$ cat config.mk
export PLATFORM = sky130hd
export DESIGN_NAME = pp_branch_and_flag_unit
export DESIGN_NICKNAME = d
export VERILOG_FILES = /design/src/include/pp_branch_pkg.sv /design/src/include/flag_op_if.sv /design/src/logic/flag_bit_alu.sv /design/src/logic/pp_branch_and_flag_unit.sv
export VERILOG_INCLUDE_DIRS = /design/src /design/src/include
export SDC_FILE = /design/constraint.sdc
export NUM_CORES = 1
export LEC_CHECK = 0
export ABC_AREA = 1
export CELL_PAD_IN_SITES_DETAIL_PLACEMENT = 1
export CELL_PAD_IN_SITES_GLOBAL_PLACEMENT = 2
export CORE_UTILIZATION = 40
export CTS_BUF_LIST = sky130_fd_sc_hd__clkbuf_8
export DETAILED_ROUTE_END_ITERATION = 10
export DONT_BUFFER_PORTS = 1
export GPL_TIMING_DRIVEN = 1
export PLACE_DENSITY = 0.9
export SETUP_SLACK_MARGIN = 0.1
export SKIP_LAST_GASP = 1
export SYNTH_ARGS = -nofsm -noshare
export SYNTH_HDL_FRONTEND = slang
export SYNTH_HIERARCHICAL = 1
export SYNTH_SLANG_ARGS = --single-unit
$ cat constraint.sdc
create_clock -name clk -period 7.8 [get_ports clk]
set_clock_uncertainty 0.05 [all_clocks]
set_input_delay 1.95 -clock clk [delete_from_list [all_inputs] [get_ports clk]]
set_output_delay 1.95 -clock clk [all_outputs]
set_load 0.02 [all_outputs]
$ cat src/include/pp_branch_params.svh
`ifndef PP_BRANCH_PARAMS_SVH
`define PP_BRANCH_PARAMS_SVH

// ----------------------------------------------------------------
// Opcodes handled by this unit
// ----------------------------------------------------------------
`define OP_BRANCH_BASE_REL_SAVE 8'h12
`define OP_BRANCH_ROM_SAVE 8'h46
`define OP_BRANCH_ABSOLUTE_SAVE 8'h52
`define OP_BRANCH_PC_RELATIVE_A 8'h5A
`define OP_BRANCH_PC_RELATIVE_B 8'h5E
`define OP_BRANCH_ROM 8'h42
`define OP_BRANCH_BASE_RELATIVE_A 8'h02
`define OP_BRANCH_BASE_RELATIVE_B 8'h32
`define OP_BRANCH_ABSOLUTE_A 8'h4A
`define OP_BRANCH_ABSOLUTE_B 8'h4E
`define OP_BRANCH_ROM_STORE_SLOT 8'h56
`define OP_SET_PROC_FLAG 8'h86
`define OP_CLEAR_PROC_FLAG 8'h82
`define OP_TEST_PROC_FLAG_ONE 8'h8E
`define OP_TEST_PROC_FLAG_ZERO 8'h8A

// ----------------------------------------------------------------
// Addresses, increments and reset values
// ----------------------------------------------------------------
`define SLOT_BASE_ADDR 16'h0020
`define PC_STEP_NEXT 16'h0001
`define PC_STEP_SKIP 16'h0002
`define FETCH_ROM_RESET 1'b1

`endif

$ cat src/include/pp_branch_pkg.sv
package pp_branch_pkg;

  // ----------------------------------------------------------------
  // Types
  // ----------------------------------------------------------------
  typedef enum logic [1:0] {
    STATE_IDLE = 2'b01,
    STATE_CR_WAIT = 2'b10
  } state_t;

  typedef enum logic [1:0] {
    TARGET_PC_REL = 2'h0,
    TARGET_BASE_REL = 2'h1,
    TARGET_ABSOLUTE = 2'h2,
    TARGET_ROM = 2'h3
  } target_t;

  typedef enum logic [2:0] {
    KIND_NONE = 3'h0,
    KIND_BRANCH = 3'h1,
    KIND_FLAG_SET = 3'h2,
    KIND_FLAG_CLEAR = 3'h3,
    KIND_TEST_ONE = 3'h4,
    KIND_TEST_ZERO = 3'h5
  } kind_t;

  typedef struct packed {
    kind_t kind;
    target_t target;
    logic save_reg;
    logic save_slot;
  } decode_t;

endpackage

$ cat src/include/flag_op_if.sv
`timescale 1ns/10ps

// Carries one communication-register byte through the flag bit logic
interface flag_op_if #(parameter int VP_W = 3);
  logic [(1 << VP_W)-1:0] byte_in;
  logic [(1 << VP_W)-1:0] byte_out;
  logic [VP_W-1:0] vp;
  logic set_bit;
  logic clear_bit;
  logic bit_value;

  modport alu (input byte_in, vp, set_bit, clear_bit, output byte_out, bit_value);
  modport user (output byte_in, vp, set_bit, clear_bit, input byte_out, bit_value);
endinterface

$ cat src/logic/flag_bit_alu.sv
`timescale 1ns/10ps

// Picks the executing processor's bit out of a byte and modifies only it
module flag_bit_alu (
  flag_op_if.alu fop
);
  // ----------------------------------------------------------------
  // Bit select and modify
  // ----------------------------------------------------------------
  always_comb begin
    fop.bit_value = fop.byte_in[fop.vp];  // see RQ12
    fop.byte_out = fop.byte_in;
    if (fop.set_bit) begin
      fop.byte_out[fop.vp] = 1'b1;  // see RQ10
    end else if (fop.clear_bit) begin
      fop.byte_out[fop.vp] = 1'b0;  // see RQ11
    end
  end
endmodule

$ cat src/logic/pp_branch_and_flag_unit.sv
`timescale 1ns/10ps
`include "pp_branch_params.svh"

// Summary of operation
// (RQ1) Save-return branches write PC plus one to the selected work register, then branch.
// (RQ2) Saved register MSB is 1 when fetching from central memory, 0 from ROM.
// (RQ3) Opcode 12 targets base-relative memory, 46 ROM, 52 absolute memory.
// (RQ4) Opcodes 5A and 5E branch PC-relative, 42 to ROM, nothing saved.
// (RQ5) Opcodes 02, 32 branch base-relative; 4A, 4E absolute; nothing saved.
// (RQ6) Opcode 56 stores PC plus one in a per-processor memory slot, branches to ROM.
// (RQ7) The eight slots are consecutive from address hex 20, indexed by processor number.
// (RQ8) Slot word MSB is 1 for central-memory fetch, 0 for ROM fetch.
// (RQ9) Programs must not use indirect addressing with slot store or flag instructions.
// (RQ10) Opcode 86 sets the executing processor's flag bit in the addressed byte.
// (RQ11) Opcode 82 clears the executing processor's flag bit in the addressed byte.
// (RQ12) Flag bit position comes from the executing processor's number.
// (RQ13) Opcode 8E skips the next instruction when the flag bit is one.
// (RQ14) Opcode 8A skips the next instruction when the flag bit is zero.
// (RQ15) Unmet flag test advances PC by one, flag left unchanged.
module pp_branch_and_flag_unit import pp_branch_pkg::*; #(
  parameter int ADDR_W = 16,
  parameter int DATA_W = 32,
  parameter int VP_W = 3,
  parameter int CR_ADDR_W = 8
) (
  // Clock and reset
  input wire logic clk,
  input wire logic arst_n,
  // Instruction issue
  input wire logic instr_valid,
  input wire logic [7:0] opcode,
  input wire logic [3:0] r_field,
  input wire logic [ADDR_W-1:0] tn_field,
  input wire logic indirect,
  input wire logic [VP_W-1:0] vp_num,
  input wire logic [ADDR_W-1:0] pc_in,
  input wire logic [ADDR_W-1:0] base_in,
  output logic instr_ready_q,
  output logic instr_reject_q,
  // Program counter update
  output logic pc_load_q,
  output logic [ADDR_W-1:0] pc_value_q,
  output logic fetch_rom_q,
  // Work register write
  output logic vpr_we_q,
  output logic [3:0] vpr_idx_q,
  output logic [DATA_W-1:0] vpr_data_q,
  // Central memory write
  output logic cm_we_q,
  output logic [ADDR_W-1:0] cm_addr_q,
  output logic [DATA_W-1:0] cm_data_q,
  // Communication register byte access
  output logic cr_rd_req_q,
  output logic [CR_ADDR_W-1:0] cr_addr_q,
  input wire logic cr_rd_valid,
  input wire logic [(1 << VP_W)-1:0] cr_rd_data,
  output logic cr_we_q,
  output logic [(1 << VP_W)-1:0] cr_wdata_q
);
  localparam int BYTE_W = 1 << VP_W;

  // ----------------------------------------------------------------
  // Reset release
  // ----------------------------------------------------------------
  logic rst_meta_q;
  logic rst_n;

  // Two stages so that release never lands near a clock edge
  always_ff @(posedge clk or negedge arst_n) begin
    if (!arst_n) begin
      rst_meta_q <= 1'b0;
      rst_n <= 1'b0;
    end else begin
      rst_meta_q <= 1'b1;
      rst_n <= rst_meta_q;
    end
  end

  // ----------------------------------------------------------------
  // Decode and return-word helpers
  // ----------------------------------------------------------------
  function automatic decode_t decode_op(input logic [7:0] op);
    decode_t d;
    d = '{kind: KIND_NONE, target: TARGET_PC_REL, save_reg: 1'b0, save_slot: 1'b0};
    unique case (op)
      `OP_BRANCH_BASE_REL_SAVE: d = '{KIND_BRANCH, TARGET_BASE_REL, 1'b1, 1'b0};  // see RQ3
      `OP_BRANCH_ROM_SAVE: d = '{KIND_BRANCH, TARGET_ROM, 1'b1, 1'b0};  // see RQ3
      `OP_BRANCH_ABSOLUTE_SAVE: d = '{KIND_BRANCH, TARGET_ABSOLUTE, 1'b1, 1'b0};  // see RQ3
      `OP_BRANCH_PC_RELATIVE_A, `OP_BRANCH_PC_RELATIVE_B: begin
        d = '{KIND_BRANCH, TARGET_PC_REL, 1'b0, 1'b0};  // see RQ4
      end
      `OP_BRANCH_ROM: d = '{KIND_BRANCH, TARGET_ROM, 1'b0, 1'b0};  // see RQ4
      `OP_BRANCH_BASE_RELATIVE_A, `OP_BRANCH_BASE_RELATIVE_B: begin
        d = '{KIND_BRANCH, TARGET_BASE_REL, 1'b0, 1'b0};  // see RQ5
      end
      `OP_BRANCH_ABSOLUTE_A, `OP_BRANCH_ABSOLUTE_B: begin
        d = '{KIND_BRANCH, TARGET_ABSOLUTE, 1'b0, 1'b0};  // see RQ5
      end
      `OP_BRANCH_ROM_STORE_SLOT: d = '{KIND_BRANCH, TARGET_ROM, 1'b0, 1'b1};  // see RQ6
      `OP_SET_PROC_FLAG: d.kind = KIND_FLAG_SET;
      `OP_CLEAR_PROC_FLAG: d.kind = KIND_FLAG_CLEAR;
      `OP_TEST_PROC_FLAG_ONE: d.kind = KIND_TEST_ONE;
      `OP_TEST_PROC_FLAG_ZERO: d.kind = KIND_TEST_ZERO;
      default: d.kind = KIND_NONE;
    endcase
    return d;
  endfunction

  // Return word: PC plus one low, MSB marks central-memory fetch
  function automatic logic [DATA_W-1:0] return_word(input logic rom, input logic [ADDR_W-1:0] pc);
    logic [DATA_W-1:0] w;
    w = '0;
    w[ADDR_W-1:0] = pc + ADDR_W'(`PC_STEP_NEXT);
    w[DATA_W-1] = ~rom;
    return w;
  endfunction

  // ----------------------------------------------------------------
  // Issue decode and effective address
  // ----------------------------------------------------------------
  decode_t dec;
  logic take;
  logic [ADDR_W-1:0] target_addr;

  // The indirect flag is not consulted: its outcome is left undefined
  always_comb begin
    dec = decode_op(opcode);
    take = instr_valid && instr_ready_q;
    unique case (dec.target)
      TARGET_PC_REL: target_addr = pc_in + tn_field;  // see RQ4
      TARGET_BASE_REL: target_addr = base_in + tn_field;  // see RQ5
      TARGET_ABSOLUTE: target_addr = tn_field;  // see RQ5
      TARGET_ROM: target_addr = tn_field;  // see RQ3
    endcase
  end

  // ----------------------------------------------------------------
  // Flag bit logic
  // ----------------------------------------------------------------
  flag_op_if #(.VP_W(VP_W)) fop ();
  state_t state_q;
  state_t state_d;
  kind_t kind_q;
  kind_t kind_d;
  logic [VP_W-1:0] vp_q;
  logic [VP_W-1:0] vp_d;
  logic [ADDR_W-1:0] pc_hold_q;
  logic [ADDR_W-1:0] pc_hold_d;

  always_comb begin
    fop.byte_in = cr_rd_data;
    fop.vp = vp_q;  // see RQ12
    fop.set_bit = (kind_q == KIND_FLAG_SET);
    fop.clear_bit = (kind_q == KIND_FLAG_CLEAR);
  end

  flag_bit_alu u_flag_bit_alu (
    .fop(fop)
  );

  // ----------------------------------------------------------------
  // Sequencer
  // ----------------------------------------------------------------
  logic instr_ready_d;
  logic instr_reject_d;
  logic pc_load_d;
  logic [ADDR_W-1:0] pc_value_d;
  logic fetch_rom_d;
  logic vpr_we_d;
  logic [3:0] vpr_idx_d;
  logic [DATA_W-1:0] vpr_data_d;
  logic cm_we_d;
  logic [ADDR_W-1:0] cm_addr_d;
  logic [DATA_W-1:0] cm_data_d;
  logic cr_rd_req_d;
  logic [CR_ADDR_W-1:0] cr_addr_d;
  logic cr_we_d;
  logic [BYTE_W-1:0] cr_wdata_d;
  logic skip;

  // Strobes default low so each lasts exactly one cycle
  always_comb begin
    state_d = state_q;
    kind_d = kind_q;
    vp_d = vp_q;
    pc_hold_d = pc_hold_q;
    instr_reject_d = 1'b0;
    pc_load_d = 1'b0;
    pc_value_d = pc_value_q;
    fetch_rom_d = fetch_rom_q;
    vpr_we_d = 1'b0;
    vpr_idx_d = vpr_idx_q;
    vpr_data_d = vpr_data_q;
    cm_we_d = 1'b0;
    cm_addr_d = cm_addr_q;
    cm_data_d = cm_data_q;
    cr_rd_req_d = 1'b0;
    cr_addr_d = cr_addr_q;
    cr_we_d = 1'b0;
    cr_wdata_d = cr_wdata_q;
    skip = 1'b0;
    unique case (state_q)
      STATE_IDLE: begin
        if (take) begin
          if (dec.kind == KIND_BRANCH) begin
            pc_load_d = 1'b1;
            pc_value_d = target_addr;  // see RQ1
            if (dec.target == TARGET_ROM) begin
              fetch_rom_d = 1'b1;  // see RQ3
            end else if (dec.target != TARGET_PC_REL) begin
              fetch_rom_d = 1'b0;
            end
            if (dec.save_reg) begin
              vpr_we_d = 1'b1;  // see RQ1
              vpr_idx_d = r_field;
              vpr_data_d = return_word(fetch_rom_q, pc_in);  // see RQ2
            end
            if (dec.save_slot) begin
              cm_we_d = 1'b1;  // see RQ6
              cm_addr_d = ADDR_W'(`SLOT_BASE_ADDR) + ADDR_W'(vp_num);  // see RQ7
              cm_data_d = return_word(fetch_rom_q, pc_in);  // see RQ8
            end
          end else if (dec.kind == KIND_NONE) begin
            instr_reject_d = 1'b1;
          end else begin
            // Flag work needs the byte first, so the unit stalls
            kind_d = dec.kind;
            vp_d = vp_num;
            pc_hold_d = pc_in;
            cr_rd_req_d = 1'b1;
            cr_addr_d = tn_field[CR_ADDR_W-1:0];
            state_d = STATE_CR_WAIT;
          end
        end
      end
      STATE_CR_WAIT: begin
        if (cr_rd_valid) begin
          skip = ((kind_q == KIND_TEST_ONE) && fop.bit_value)  // see RQ13
              || ((kind_q == KIND_TEST_ZERO) && !fop.bit_value);  // see RQ14
          cr_we_d = (kind_q == KIND_FLAG_SET) || (kind_q == KIND_FLAG_CLEAR);
          cr_wdata_d = fop.byte_out;  // see RQ10
          pc_load_d = 1'b1;
          pc_value_d = pc_hold_q + (skip ? ADDR_W'(`PC_STEP_SKIP) : ADDR_W'(`PC_STEP_NEXT));  // see RQ15
          state_d = STATE_IDLE;
        end
      end
    endcase
    instr_ready_d = (state_d == STATE_IDLE);
  end

  always_ff @(posedge clk or negedge rst_n) begin
    if (!rst_n) begin
      state_q <= STATE_IDLE;
      kind_q <= KIND_NONE;
      vp_q <= '0;
      pc_hold_q <= '0;
      instr_ready_q <= 1'b0;
      instr_reject_q <= 1'b0;
      pc_load_q <= 1'b0;
      pc_value_q <= '0;
      fetch_rom_q <= `FETCH_ROM_RESET;
      vpr_we_q <= 1'b0;
      vpr_idx_q <= '0;
      vpr_data_q <= '0;
      cm_we_q <= 1'b0;
      cm_addr_q <= '0;
      cm_data_q <= '0;
      cr_rd_req_q <= 1'b0;
      cr_addr_q <= '0;
      cr_we_q <= 1'b0;
      cr_wdata_q <= '0;
    end else begin
      state_q <= state_d;
      kind_q <= kind_d;
      vp_q <= vp_d;
      pc_hold_q <= pc_hold_d;
      instr_ready_q <= instr_ready_d;
      instr_reject_q <= instr_reject_d;
      pc_load_q <= pc_load_d;
      pc_value_q <= pc_value_d;
      fetch_rom_q <= fetch_rom_d;
      vpr_we_q <= vpr_we_d;
      vpr_idx_q <= vpr_idx_d;
      vpr_data_q <= vpr_data_d;
      cm_we_q <= cm_we_d;
      cm_addr_q <= cm_addr_d;
      cm_data_q <= cm_data_d;
      cr_rd_req_q <= cr_rd_req_d;
      cr_addr_q <= cr_addr_d;
      cr_we_q <= cr_we_d;
      cr_wdata_q <= cr_wdata_d;
    end
  end

  logic [BYTE_W-1:0] rd_byte_seen;
  assign rd_byte_seen = cr_rd_data;
endmodule

* Word level (Yosys, flattened, before mapping) *
Index checks and enable logic that the tools add are counted.

cells by class
  reduce and logical (&&, ||, !) cells = 21
  muxes and demuxes = 43
  add/sub/neg operators = 5
  bitwise operators = 6
  order comparisons = 2
  eq/ne operators = 29

operator list
  kind                                                 number
  equality test 8 x 7 -> 1 bit, second input constant  8
  two-way mux 16 bit                                   3
  case mux 16 bit (3 select lines)                     1
  adder 16 bit                                         2
  equality test 8 bit, second input constant           4
  case mux 16 bit (2 select lines)                     1
  case mux 4 bit (7 select lines)                      1
  two-way mux 1 bit                                    25
  adder 16 x 1 -> 16 bit, second input constant        1
  adder 16 x 2 -> 16 bit                               1
  two-way mux 8 bit                                    2
  AND reduction 4 bit                                  4
  case mux 3 bit (5 select lines)                      1
  OR reduction 11 bit                                  1
  two-way mux 2 bit                                    5
  AND 8 bit                                            1
  equality test 8 x 2 -> 1 bit, second input constant  1
  equality test 8 x 5 -> 1 bit, second input constant  1
  equality test 8 x 6 -> 1 bit, second input constant  1
  inverter 8 bit                                       1
  OR 8 bit                                             1
  adder 6 x 3 -> 7 bit, first input constant           1
  equality test 2 x 1 -> 1 bit, second input constant  3
  equality test 2 bit, second input constant           3
  20 further kinds                                     33

word-level totals
  logic and storage cells = 127
  register bits after elaboration = 120
  bits of input ports = 76

* Depth between registers and ports, before layout *
Gate-level depths: netlist of run 1.

  word-level depth = 9
  mapped depth = 25
  depth with buffers taken out = 24

* By module *
Netlist of run 1, hierarchy kept.

by module, submodules not included
  module                   area an instance (um^2)  cells each  seq. area each (um^2)  times used
  pp_branch_and_flag_unit  6441.2                   804         2705.1                 1
  flag_bit_alu             321.6                    73          0.0                    1

* Worst setup path after synthesis of run 1 *
Ideal clock, no wire load.

  path kind = input port to flip-flop
  from = input opcode[7]
  to = register pc_value_q[10]
  arrival = 4.569 ns
  library setup time = 0.117 ns
  setup slack = 3.065 ns
  cell stages on the path = 23
  path through = inv_1 -> nand2_1 -> nor2_2 -> nand2_1 -> nand2_2 -> nor2_4 -> nand2_1 -> clkbuf_1 -> a21oi_1 -> ha_1 -> fa_1 -> nand3_1 -> nand2_1 -> a21boi_0 -> o21ai_0 -> nand3_1 -> nand2_1 -> nand2_1 -> nand3_1 -> nand2_1 -> nand2_1 -> nand2_1 -> nand2_1

on the way
  longest elaborated chain between the ends = 9
  elaborated cells between the ends (all ways) = 32

RTL lines
  element                                                     line                            source
  start: declaration                                          pp_branch_and_flag_unit.sv:31   input wire logic [7:0] opcode,
  equality test 8 x 7 -> 1 bit, or another cell as far along  pp_branch_and_flag_unit.sv:85   unique case (op)
  OR reduction 2 bit                                          pp_branch_and_flag_unit.sv:85
  case mux 4 bit (7 select lines)                             pp_branch_and_flag_unit.sv:85
  equality test 2 bit                                         pp_branch_and_flag_unit.sv:129  unique case (dec.target)
  OR reduction 2 bit (no source line)                         --
  case mux 16 bit (3 select lines)                            pp_branch_and_flag_unit.sv:129
  two-way mux 16 bit                                          pp_branch_and_flag_unit.sv:205  if (dec.kind == KIND_BRANCH) begin
  two-way mux 16 bit                                          pp_branch_and_flag_unit.sv:204  if (take) begin
  case mux 16 bit (2 select lines)                            pp_branch_and_flag_unit.sv:202  unique case (state_q)
  end signal: assignment                                      pp_branch_and_flag_unit.sv:280  pc_value_q <= pc_value_d;
  end: declaration                                            pp_branch_and_flag_unit.sv:42   output logic [ADDR_W-1:0] pc_value_q,

Several ways; a longest one is shown, not always the timed one. The select of a mux whose other input is x is not followed.
A chain may end at the register's enable or synchronous reset.

* Final worst setup path of run 1 *
Same ends and word-level chain as after synthesis.

==> key figures, run 1 <==
Outcome
  • Outcome: complete, no violations

CTS
  • H-tree depth reported by CTS: 3
  • Clock transition at the registers of the reported paths: around 0.12 ns
  • Clock Root Buffer: clkbuf_8
  • CTS Buffer Depth: 2
  • Setup Buffers After CTS: 0
  • CTS tree: yes
  • Post-cts sizing count: 0
  • Clock Latency Late Sink: 0.40 ns
  • Sink Count: about 110
  • CTS Buf Count: 9
  • Hold buffer count at CTS: 0

Pwr
  • Worst IR drop on VDD: between 100 and 150 uV
  • Power density cells: around 220 mW/mm^2
  • LEAKAGE: between 4 and 5 nW

Floorplan
  • I/O pin cnt: 200
  • Chip Height: between 100 and 150 um
  • # rows: between 40 and 50
  • DIE AREA: 0.0174 mm^2
  • Die W: roughly 130 um
  • Initial Utilization: about 41%
  • Core ar.: around 0.017 mm^2

Layout
  • Fillcell total: about 2,100
  • Number of diodes: 0
  • Finished Layout Cells: 1,092
  • Storage element area: around 0.0027 mm^2
  • Area of the multi-input gates: 0.00332 mm^2
  • Share of cells above drive strength 1: around 7.3%
  • Area growth syn-to-layout: 3.16%
  • Final net count: 965

STA
  • Unrepaired setup endpoints after global routing: no
  • Max Fclk: around 0.18 GHz
  • Hold slack: approximately 0.32 ns
  • Final setup violation count: 0
  • Worst Tran Pin Value: approximately 0.98 ns
  • Setup TNS: 0 ns
  • Period utilization: slightly above 70%
  • Fin crit period: roughly 5.6 ns
  • Slew HR: between 30% and 40%
  • Pins Over Slew Limit: 0
  • Number of hold violations in the final report: 0

Yosys
  • Unique masters post-synth: 50
  • Top cells by instance count after synthesis: 214 x nand2_1, 110 x inv_1, 106 x dfrtp_1
  • Top FF cell, synth: dfrtp_1
  • Top post-synthesis cells by area: dfrtp_1 39%, nand2_1 12%, inv_1 6.1%
  • Synthesized instance count: 877
  • Synth Register Bits: between 100 and 150
  • Mean Syn Cell Area: around 7.7 um^2
  • Most frequent cell after synthesis: nand2_1
  • Synthesized area: about 0.0068 mm^2
  • Register area share after synthesis: roughly two fifths
  • Cell taking the most area after synthesis: dfrtp_1
  • Post-synth EDFFs: 0
  • Syn. warnings: 6
  • Ys async rst share: 100%
  • Yosys top cell area share: about two fifths

Global route
  • Largest net degree at the start of global routing: 57
  • All-Layer GR Usage: between 20 and 25%
  • Total grt overflow: 0
  • First-pass GRT wire length: between 30 and 40 mm
  • Vias in the first global route: 5,520
  • Antenna violations before repair: 0

Worst setup path
  • CP Data Required Time: around 8.1 ns
  • CP startpoint kind: input pin
  • Crit path buffers/inverters: 1
  • CP delay by family, top: simple AND/OR/NAND/NOR gates
  • Most frequent CP cell: nand2_1
  • Crit-path cells: inv_1 > nand2_1 > nor2_2 > nand2_1 > nand3_2 > nor2_4 > nand2_1 > nor2_1 > a21oi_1 > ha_1 > fa_1 > nand3_1 > nand2_1 > a21boi_0 > o21ai_0 > nand3_1 > nand2_1 > nand2_1 > nand3_1 > nand2_1 > nand2_1 > nand2_1 > nand2_1
  • WS Path Type: input pin to flip-flop
  • Slowest stage cell, crit path: nand2_1
  • Max stage delay on crit path: about 0.58 ns
  • Crit path DAT: between 5 and 6 ns
  • Critical path capture point type: flip-flop
  • Crit Path Max Fanout: 27
  • Register-to-Register Setup Slack: 4.12 ns

Routing
  • Final ANT Viol Nets: 0
  • Drt drc: 0
  • Vias/cell: just under 5
  • Post-DR wirelength/cell: around 17 um
  • First-pass DRT Iterations: 4
  • WL final: ~19 mm
  • Vias: 5,402
  • 1st-iter DRT viols: between 200 and 250

Placement
  • Placed insts: 1,076
  • Post-DP HPWL: ~15 mm
  • Number of I/O port buffers: 0
  • GP Congestion: 0.877

Run
  • # Max-Cap Violations: 0

Min path
  • Worst Hold Class: flip-flop to asynchronous set/reset pin
-- routing by layer --
metal | routed length [um] | vias to the layer above | global-route usage, %
met4 | 253 | 0 | 6.27
li1 | - | 2690 | -
met2 | 9400 | 119 | 38.6
met1 | 8410 | 2572 | 28.5
met3 | 854 | 21 | 4.69
met5 | 0 | - | 0
-- worst register-to-register path, stage by stage, from the launching register on --
cell and delay [ns]:
dfrtp_1 0.62, inv_4 0.10, nand2_1 0.09, nand3_1 0.09
nand2_1 0.07, inv_1 0.04, nand2_1 0.07, nor2_1 0.04
nor4_1 0.63, fa_1 0.33, nand2_1 0.09, nor2_2 0.18
nand4_1 0.13, nor2_1 0.22, inv_1 0.09, nor3_1 0.25
o21ai_0 0.15, a21o_1 0.19, nand2_1 0.09, nand2_1 0.05
nand2_1 0.06
-- placed cells by master (no fill, tap or decap), types with 3 or more instances in the layout --
cell / count
dfrtp_1: 105
ha_1: 20
o21ai_0: 64
o21bai_1: 3
a21o_1: 3
nand4_1: 7
clkbuf_8: 10
nor2_2: 9
nor3_1: 10
nand2_1: 214
nor4_1: 3
mux2_2: 8
a21oi_1: 45
mux2i_1: 20
inv_1: 110
nor3_2: 3
buf_4: 3
xor2_1: 20
o21ai_1: 3
inv_2: 7
conb_1: 43
nor2_1: 67
nand2_2: 3
o211ai_1: 7
nand3_1: 41
xnor2_1: 6
-- layout make-up --
class,count,area share [%]
clock buffers,10,1.97
clock inverters,6,0.915
inverters,119,6.44
multi-input cells,626,47.6
flip-flops and latches,108,38.8
well taps,220,3.95
repair buffers,3,0.323
-- metrics by stage --
step	area (um^2)	power (mW)	util [%]	setup slack, ns
global route	6980	1.65	42.2	1.78
finish	6980	1.54	42.2	2.20
detailed placement	6780	1.21	41.0	1.75
floorplan	6920	1.12	-	3.06
CTS	6980	1.57	42.2	2.17
global placement	6780	1.19	41.0	1.79
-- power by group --
group	internal [mW]	leakage [nW]	total (mW)	switching (mW)
combinational	0.126	2.50	0.362	0.236
clock	0.134	0.0997	0.351	0.217
sequential	0.654	1.44	0.830	0.176
-- final timing paths --
| kind | from | to | cells past startpoint |
|---|---|---|---|
| min | rst_n | vpr_idx_q[2] | 0 |
| max in group asynchronous | rst_n | instr_reject_q | 1 |
| max | opcode[7] | pc_value_q[10] | 23 |
| max reg2reg | fop.vp[0] | pc_value_q[14] | 20 |
| min reg2reg | rst_n | vpr_idx_q[2] | 0 |
| min in group clk | rst_meta_q | rst_n | 0 |
-- registers in the layout, summed over array words and instances (netlist names), 2 cells and up --
| register | flops |
|---|---|
| vpr_idx_q | 4 |
| fop.vp | 3 |
| cm_data_q | 17 |
| pc_hold_q | 16 |
| kind_q | 3 |
| cr_addr_q | 8 |
| state_q | 2 |
| pc_value_q | 16 |
| cr_wdata_q | 8 |
| cm_addr_q | 4 |
| vpr_data_q | 17 |
-- kinds of logic after synthesis --
group	Yosys count	synth area share, %
adder cells (fa/ha/maj)	22	4.29
XOR/XNOR	26	3.37
buffers and inverters	184	13.3
multiplexers	28	4.29
AND/OR/NAND/NOR	369	23.5
flip-flops	108	40.0
AO/OA/AOI/OAI	138	11.2
other	2	0.111
Power figures use the tool's default switching activity.
==> run 2, diff against run 1 <==
Settings changed: CORE_UTILIZATION 40 to 33, PLACE_DENSITY 0.9 to 0.8.
Clock period 7.8 ns to 4.9 ns, I/O delays scaled along.
==> key figures, run 2 (same netlist as run 1, synthesis figures left out) <==
Outcome
  • Outcome: complete, no violations

Global route
  • Largest net degree at the start of global routing: 67
  • All-Layer GR Usage: about a fifth
  • Antenna violations before repair: 0
  • First-pass GRT wire length: ~32 mm
  • Vias in the first global route: between 5,000 and 6,000
  • Total grt overflow: 0

CTS
  • CTS tree: yes
  • Clock transition at the registers of the reported paths: roughly 0.12 ns
  • CTS Buffer Depth: 2
  • Post-cts sizing count: 0
  • CTS Buf Count: 9
  • Clock Root Buffer: clkbuf_8
  • Clock Latency Late Sink: roughly 0.4 ns
  • Sink Count: 108
  • Hold buffer count at CTS: 0
  • Setup Buffers After CTS: 0
  • H-tree depth reported by CTS: 3

Layout
  • Storage element area: between 0.002 and 0.003 mm^2
  • Number of diodes: 0
  • Share of cells above drive strength 1: under 10%
  • Final net count: between 900 and 1,000
  • Finished Layout Cells: 1,143
  • Most common cell after layout, fill and taps aside: nand2_1
  • Commonest non-fill, non-tap cells in the layout: 214 x nand2_1, 111 x inv_1, 105 x dfrtp_1
  • Fillcell total: between 2,000 and 2,500
  • Area of the multi-input gates: approximately 0.0033 mm^2
  • Top Registers: cm_data_q x17, vpr_data_q x17
  • Area growth syn-to-layout: 4.94%

Routing
  • 1st-iter DRT viols: approximately 230
  • Vias/cell: about 4.8
  • First-pass DRT Iterations: 4
  • WL final: 20.1 mm
  • Drt drc: 0
  • Vias: ~5,500
  • Post-DR wirelength/cell: 17.6 um
  • Final ANT Viol Nets: 0

Pwr
  • Net Sw Frac: between 40 and 50%
  • Worst IR drop on VDD: approximately 120 uV
  • Switching pwr: ~1 mW
  • Clock power frac: between 20% and 30%
  • Sequential share of power: a little over half
  • Logic pwr share: a little under a quarter
  • Internal: approximately 1.5 mW
  • LEAKAGE: 4.07 nW
  • Power density cells: 355 mW/mm^2

Placement
  • Post-DP HPWL: about 16 mm
  • Placed insts: 1,127
  • Number of I/O port buffers: 0
  • GP Congestion: around 0.89

STA
  • Worst Tran Pin Value: around 1.2 ns
  • Hold slack: about 0.32 ns
  • Slew HR: roughly a fifth
  • Max Fclk: 0.250 GHz
  • Unrepaired setup endpoints after global routing: no
  • Final setup violation count: 0
  • Period utilization: roughly four fifths
  • Setup TNS: 0 ns
  • Pins Over Slew Limit: 0
  • Fin crit period: between 4 and 5 ns
  • Number of hold violations in the final report: 0

Floorplan
  • Core ar.: roughly 0.020 mm^2
  • Initial Utilization: 34.2%
  • # rows: 51
  • Chip Height: 145 um
  • I/O pin cnt: 200
  • DIE AREA: roughly 0.021 mm^2
  • Die W: approximately 150 um

Worst setup path
  • Worst setup path startpoint: opcode[7]
  • Crit path DAT: 4.26 ns
  • CP startpoint kind: input pin
  • Launch point of the worst reg-to-reg path: fop.vp[0]
  • WS Path Type: input pin to flip-flop
  • CP Data Required Time: 5.15 ns
  • Critical path capture point type: flip-flop
  • Crit Path Max Fanout: 28

Min path
  • Hold path startpoint: rst_meta_q
  • Worst Hold Class: flip-flop to flip-flop

Run
  • # Max-Cap Violations: 0
## run 2: cell count changes in the layout (fill, tap and decap cells not counted), sizes merged
cell	before	now
buf	3	9
clkinv	3	2
clkbuf	10	9
inv	121	122
bufinv	0	1
## run 2: path summary, 6_finish.rpt
check                           slack (ns)             end  cells after the start
min in group asynchronous             0.41    vpr_idx_q[0]                      0
worst max register to register        1.26  pc_value_q[14]                     21
max in group asynchronous             3.22   cm_data_q[11]                      1
worst min register to register        0.32           rst_n                      0
worst min-delay path                  0.32           rst_n                      0
worst max-delay path                  0.89  pc_value_q[10]                     24
## run 2: cell type report
class / count / area share, %
repair buffers: 9 / 1.13
flip-flops and latches: 108 / 38.2
well taps: 265 / 4.67
inverters: 119 / 6.33
multi-input cells: 626 / 46.8
clock inverters: 7 / 1.18
clock buffers: 9 / 1.75
## run 2: routing by layer
metal / wire, um / global-route usage (%) / share of wire [%] / up-vias
met1: 9060 / 26.0 / 45 / 2633
met3: 1080 / 3.65 / 5.4 / 12
li1: - / - / - / 2701
met5: 0 / 0 / 0 / -
met2: 9750 / 33.2 / 48 / 127
met4: 248 / 5.84 / 1.2 / 0
## run 2: critical path: stages
cell and delay, ns:
inv_1 0.05, nand2_1 0.08, nor2_2 0.15, nand2_2 0.12, nand2_1 0.08, nor2_1 0.04
nand2_1 0.16, nand2_1 0.19, buf_12 0.21, nor2_1 0.16, a21oi_1 0.06, ha_1 0.35
nand3_1 0.09, nand2_1 0.13, a21boi_0 0.10, buf_4 0.16, o21ai_0 0.26, nand3_1 0.15
nand3_1 0.10, nand3_1 0.11, nand2_1 0.12, nand2_1 0.06, nand2_1 0.06, nand2_1 0.04
## run 2: per-stage QoR
step / area (um^2) / utilization (%) / setup WS, ns / power [mW]
floorplan: 6920 / - / 0.890 / 1.78
global placement: 6890 / 34.8 / 0.516 / 1.93
detailed placement: 6890 / 34.8 / 0.471 / 1.95
CTS: 7100 / 35.9 / 0.895 / 2.57
global route: 7100 / 35.9 / 0.553 / 2.69
finish: 7100 / 35.9 / 0.893 / 2.52
## run 2: power groups by stage
| stage | registers, mW | clock network, mW | logic [mW] |
|---|---|---|---|
| final | 1.32 | 0.598 | 0.596 |
| after global routing | 1.35 | 0.661 | 0.684 |
| after global placement | 1.34 | 0 | 0.589 |
| after floorplan | 1.29 | 0 | 0.488 |
| after CTS | 1.33 | 0.632 | 0.606 |
| after detailed placement | 1.35 | 0 | 0.603 |
==> run 3, diff against run 2 <==
Settings changed: CORE_UTILIZATION 33 to 37, PLACE_DENSITY 0.8 to 0.85.
Clock period 4.9 ns to 3.9 ns, I/O delays scaled along.
==> key figures, run 3 (same netlist as run 1, synthesis figures left out) <==
Layout
  • Area growth syn-to-layout: 7.88%
  • Final Util: between 40% and 50%
  • Top Registers: cm_data_q x17, vpr_data_q x17
  • Number of diodes: 0
  • Most common cell after layout, fill and taps aside: nand2_1
  • Final net count: between 1,000 and 1,500
  • Share of cells above drive strength 1: a little under an eighth
  • Fillcell total: between 2,000 and 2,500
  • Commonest non-fill, non-tap cells in the layout: 214 x nand2_1, 111 x inv_1, 104 x dfrtp_1

CTS
  • Clock Latency Late Sink: 0.39 ns
  • Hold buffer count at CTS: 0
  • CTS Buffer Depth: 2
  • H-tree depth reported by CTS: 3
  • Clock Root Buffer: clkbuf_8
  • Clock transition at the registers of the reported paths: between 0.1 and 0.15 ns
  • CTS Buf Count: 9
  • CTS tree: yes
  • Sink Count: around 110

STA
  • Final setup violation count: 0
  • Period utilization: between 90% and 100%
  • Fin crit period: 3.52 ns
  • Slew HR: 47.3%
  • Hold slack: around 0.17 ns
  • Worst Tran Pin Value: about 0.79 ns
  • Pins Over Slew Limit: 0
  • Number of hold violations in the final report: 0
  • Max Fclk: 0.284 GHz
  • Unrepaired setup endpoints after global routing: no

Pwr
  • Net Sw Frac: 40.6%
  • Clock power frac: between 20% and 30%
  • Worst IR drop on VDD: approximately 220 uV
  • Logic pwr share: 25.2%
  • Sequential share of power: approximately 53%
  • Switching pwr: roughly 1.3 mW
  • Internal: about 1.8 mW
  • Power density cells: 424 mW/mm^2
  • LEAKAGE: between 4 and 5 nW

Worst setup path
  • Crit path buffers/inverters: 3
  • Slowest stage cell, crit path: ha_1
  • Crit path DAT: roughly 3.8 ns
  • Crit Path Max Fanout: 13
  • CP Data Required Time: a little over 4 ns
  • WS Path Type: input pin to flip-flop
  • Critical path capture point type: flip-flop
  • CP delay by family, top: simple AND/OR/NAND/NOR gates
  • Crit-path cells: inv_1 > nand2_1 > nor2_2 > nand2_2 > nand2_1 > nor2_1 > nand2_1 > nand2_1 > buf_12 > buf_4 > nor2_1 > a21oi_1 > ha_1 > a21oi_1 > nand2_1 > nand2_1 > nand3_1 > a21oi_2 > or2_2 > nand3_1 > o211ai_1 > nand2_1 > nand2_1 > nand2_1
  • Max stage delay on crit path: between 0.3 and 0.4 ns
  • Most frequent CP cell: nand2_1
  • CP startpoint kind: input pin

Min path
  • Worst Hold Class: flip-flop to asynchronous set/reset pin

Floorplan
  • Core ar.: approximately 0.018 mm^2
  • I/O pin cnt: 200
  • Die W: 137 um
  • Chip Height: around 140 um
  • Initial Utilization: between 30% and 40%
  • # rows: 49
  • DIE AREA: between 0.015 and 0.02 mm^2

Routing
  • WL final: approximately 20 mm
  • Vias/cell: ~5
  • Post-DR wirelength/cell: between 15 and 20 um
  • Drt drc: 0
  • 1st-iter DRT viols: about 190
  • Vias: about 5,600
  • Final ANT Viol Nets: 0
  • First-pass DRT Iterations: 4

Placement
  • Number of I/O port buffers: 0
  • Post-DP HPWL: approximately 16 mm
  • GP Congestion: slightly below 0.9

Global route
  • Antenna violations before repair: 0
  • First-pass GRT wire length: between 20 and 30 mm
  • All-Layer GR Usage: a little over a fifth
  • Total grt overflow: 0
  • Largest net degree at the start of global routing: 45
  • Vias in the first global route: between 5,000 and 6,000

Outcome
  • Outcome: complete, no violations

Run
  • # Max-Cap Violations: 0
[run 3: per-stage QoR]
| step | power, mW | TNS [ns] | std cells | worst slack [ns] | instance area (um^2) |
|---|---|---|---|---|---|
| after floorplan | 2.24 | 0 | 918 | 0.140 | 6920 |
| after global placement | 2.43 | -0.0640 | 1122 | -0.0308 | 7080 |
| after detailed placement | 2.46 | -0.421 | 1122 | -0.106 | 7080 |
| after CTS | 3.14 | 0 | 1138 | 0.330 | 7260 |
| after global routing | 3.30 | 0 | 1138 | 0.0977 | 7300 |
| final | 3.10 | 0 | 1138 | 0.377 | 7300 |
[run 3: worst register-to-register path: stages, from the launching register on]
cell	delay [ns]
dfrtp_1	0.52
inv_1	0.10
nor2_1	0.12
nand3_1	0.08
nand2_1	0.07
inv_1	0.04
nand2_1	0.08
nor2_1	0.05
nor4_1	0.32
buf_4	0.21
inv_1	0.04
ha_1	0.20
fa_1	0.39
nand2_1	0.11
nor2_2	0.07
nand4_1	0.09
nor2_1	0.09
inv_1	0.09
nor3_1	0.06
o21ai_0	0.15
a21o_1	0.10
nand2_1	0.08
nand2_1	0.08
nand2_1	0.05
[run 3: repair_timing]
| item | 4_1_cts | 5_1_grt |
|---|---|---|
| hold endpoints to repair | 0 | 0 |
| endpoints found under the setup margin | 0 | 7 |
| setup buffers | 0 | 0 |
| gates resized for setup | 0 | 11 |
[run 3: per-layer routing]
layer / GRT usage, % / up-vias / share of wire (%)
met5: 0 / - / 0
met2: 36.4 / 123 / 50
met4: 5.19 / 0 / 1.1
li1: - / 2764 / -
met1: 26.8 / 2684 / 43
met3: 4.64 / 15 / 5.8
[run 3: worst paths after layout]
kind,slack [ns],cells after the start,endpoint,start
min in group clk,0.32,0,rst_n,rst_meta_q
worst max-delay path,0.38,24,pc_value_q[11],opcode[7]
worst min-delay path,0.17,0,cm_data_q[0],rst_n
worst max register to register,0.60,23,pc_value_q[14],fop.vp[2]
max in group asynchronous,2.69,1,fop.vp[0],rst_n
worst min register to register,0.17,0,cm_data_q[0],rst_n
[run 3: power groups by stage]
stage	clock, mW	sequential (mW)	combinational, mW
after floorplan	0	1.63	0.614
after global placement	0	1.67	0.755
after detailed placement	0	1.68	0.782
after CTS	0.697	1.66	0.786
after global routing	0.726	1.68	0.891
final	0.667	1.65	0.781
[run 3: area by class of cell]
cell class / instances / area (um^2) / share of cell area [%]
multi-input cells: 626 / 3350 / 46.0
flip-flops and latches: 108 / 2710 / 37.1
inverters: 119 / 449 / 6.16
repair buffers: 40 / 313 / 4.29
well taps: 229 / 287 / 3.93
clock buffers: 9 / 124 / 1.70
clock inverters: 7 / 58.8 / 0.806
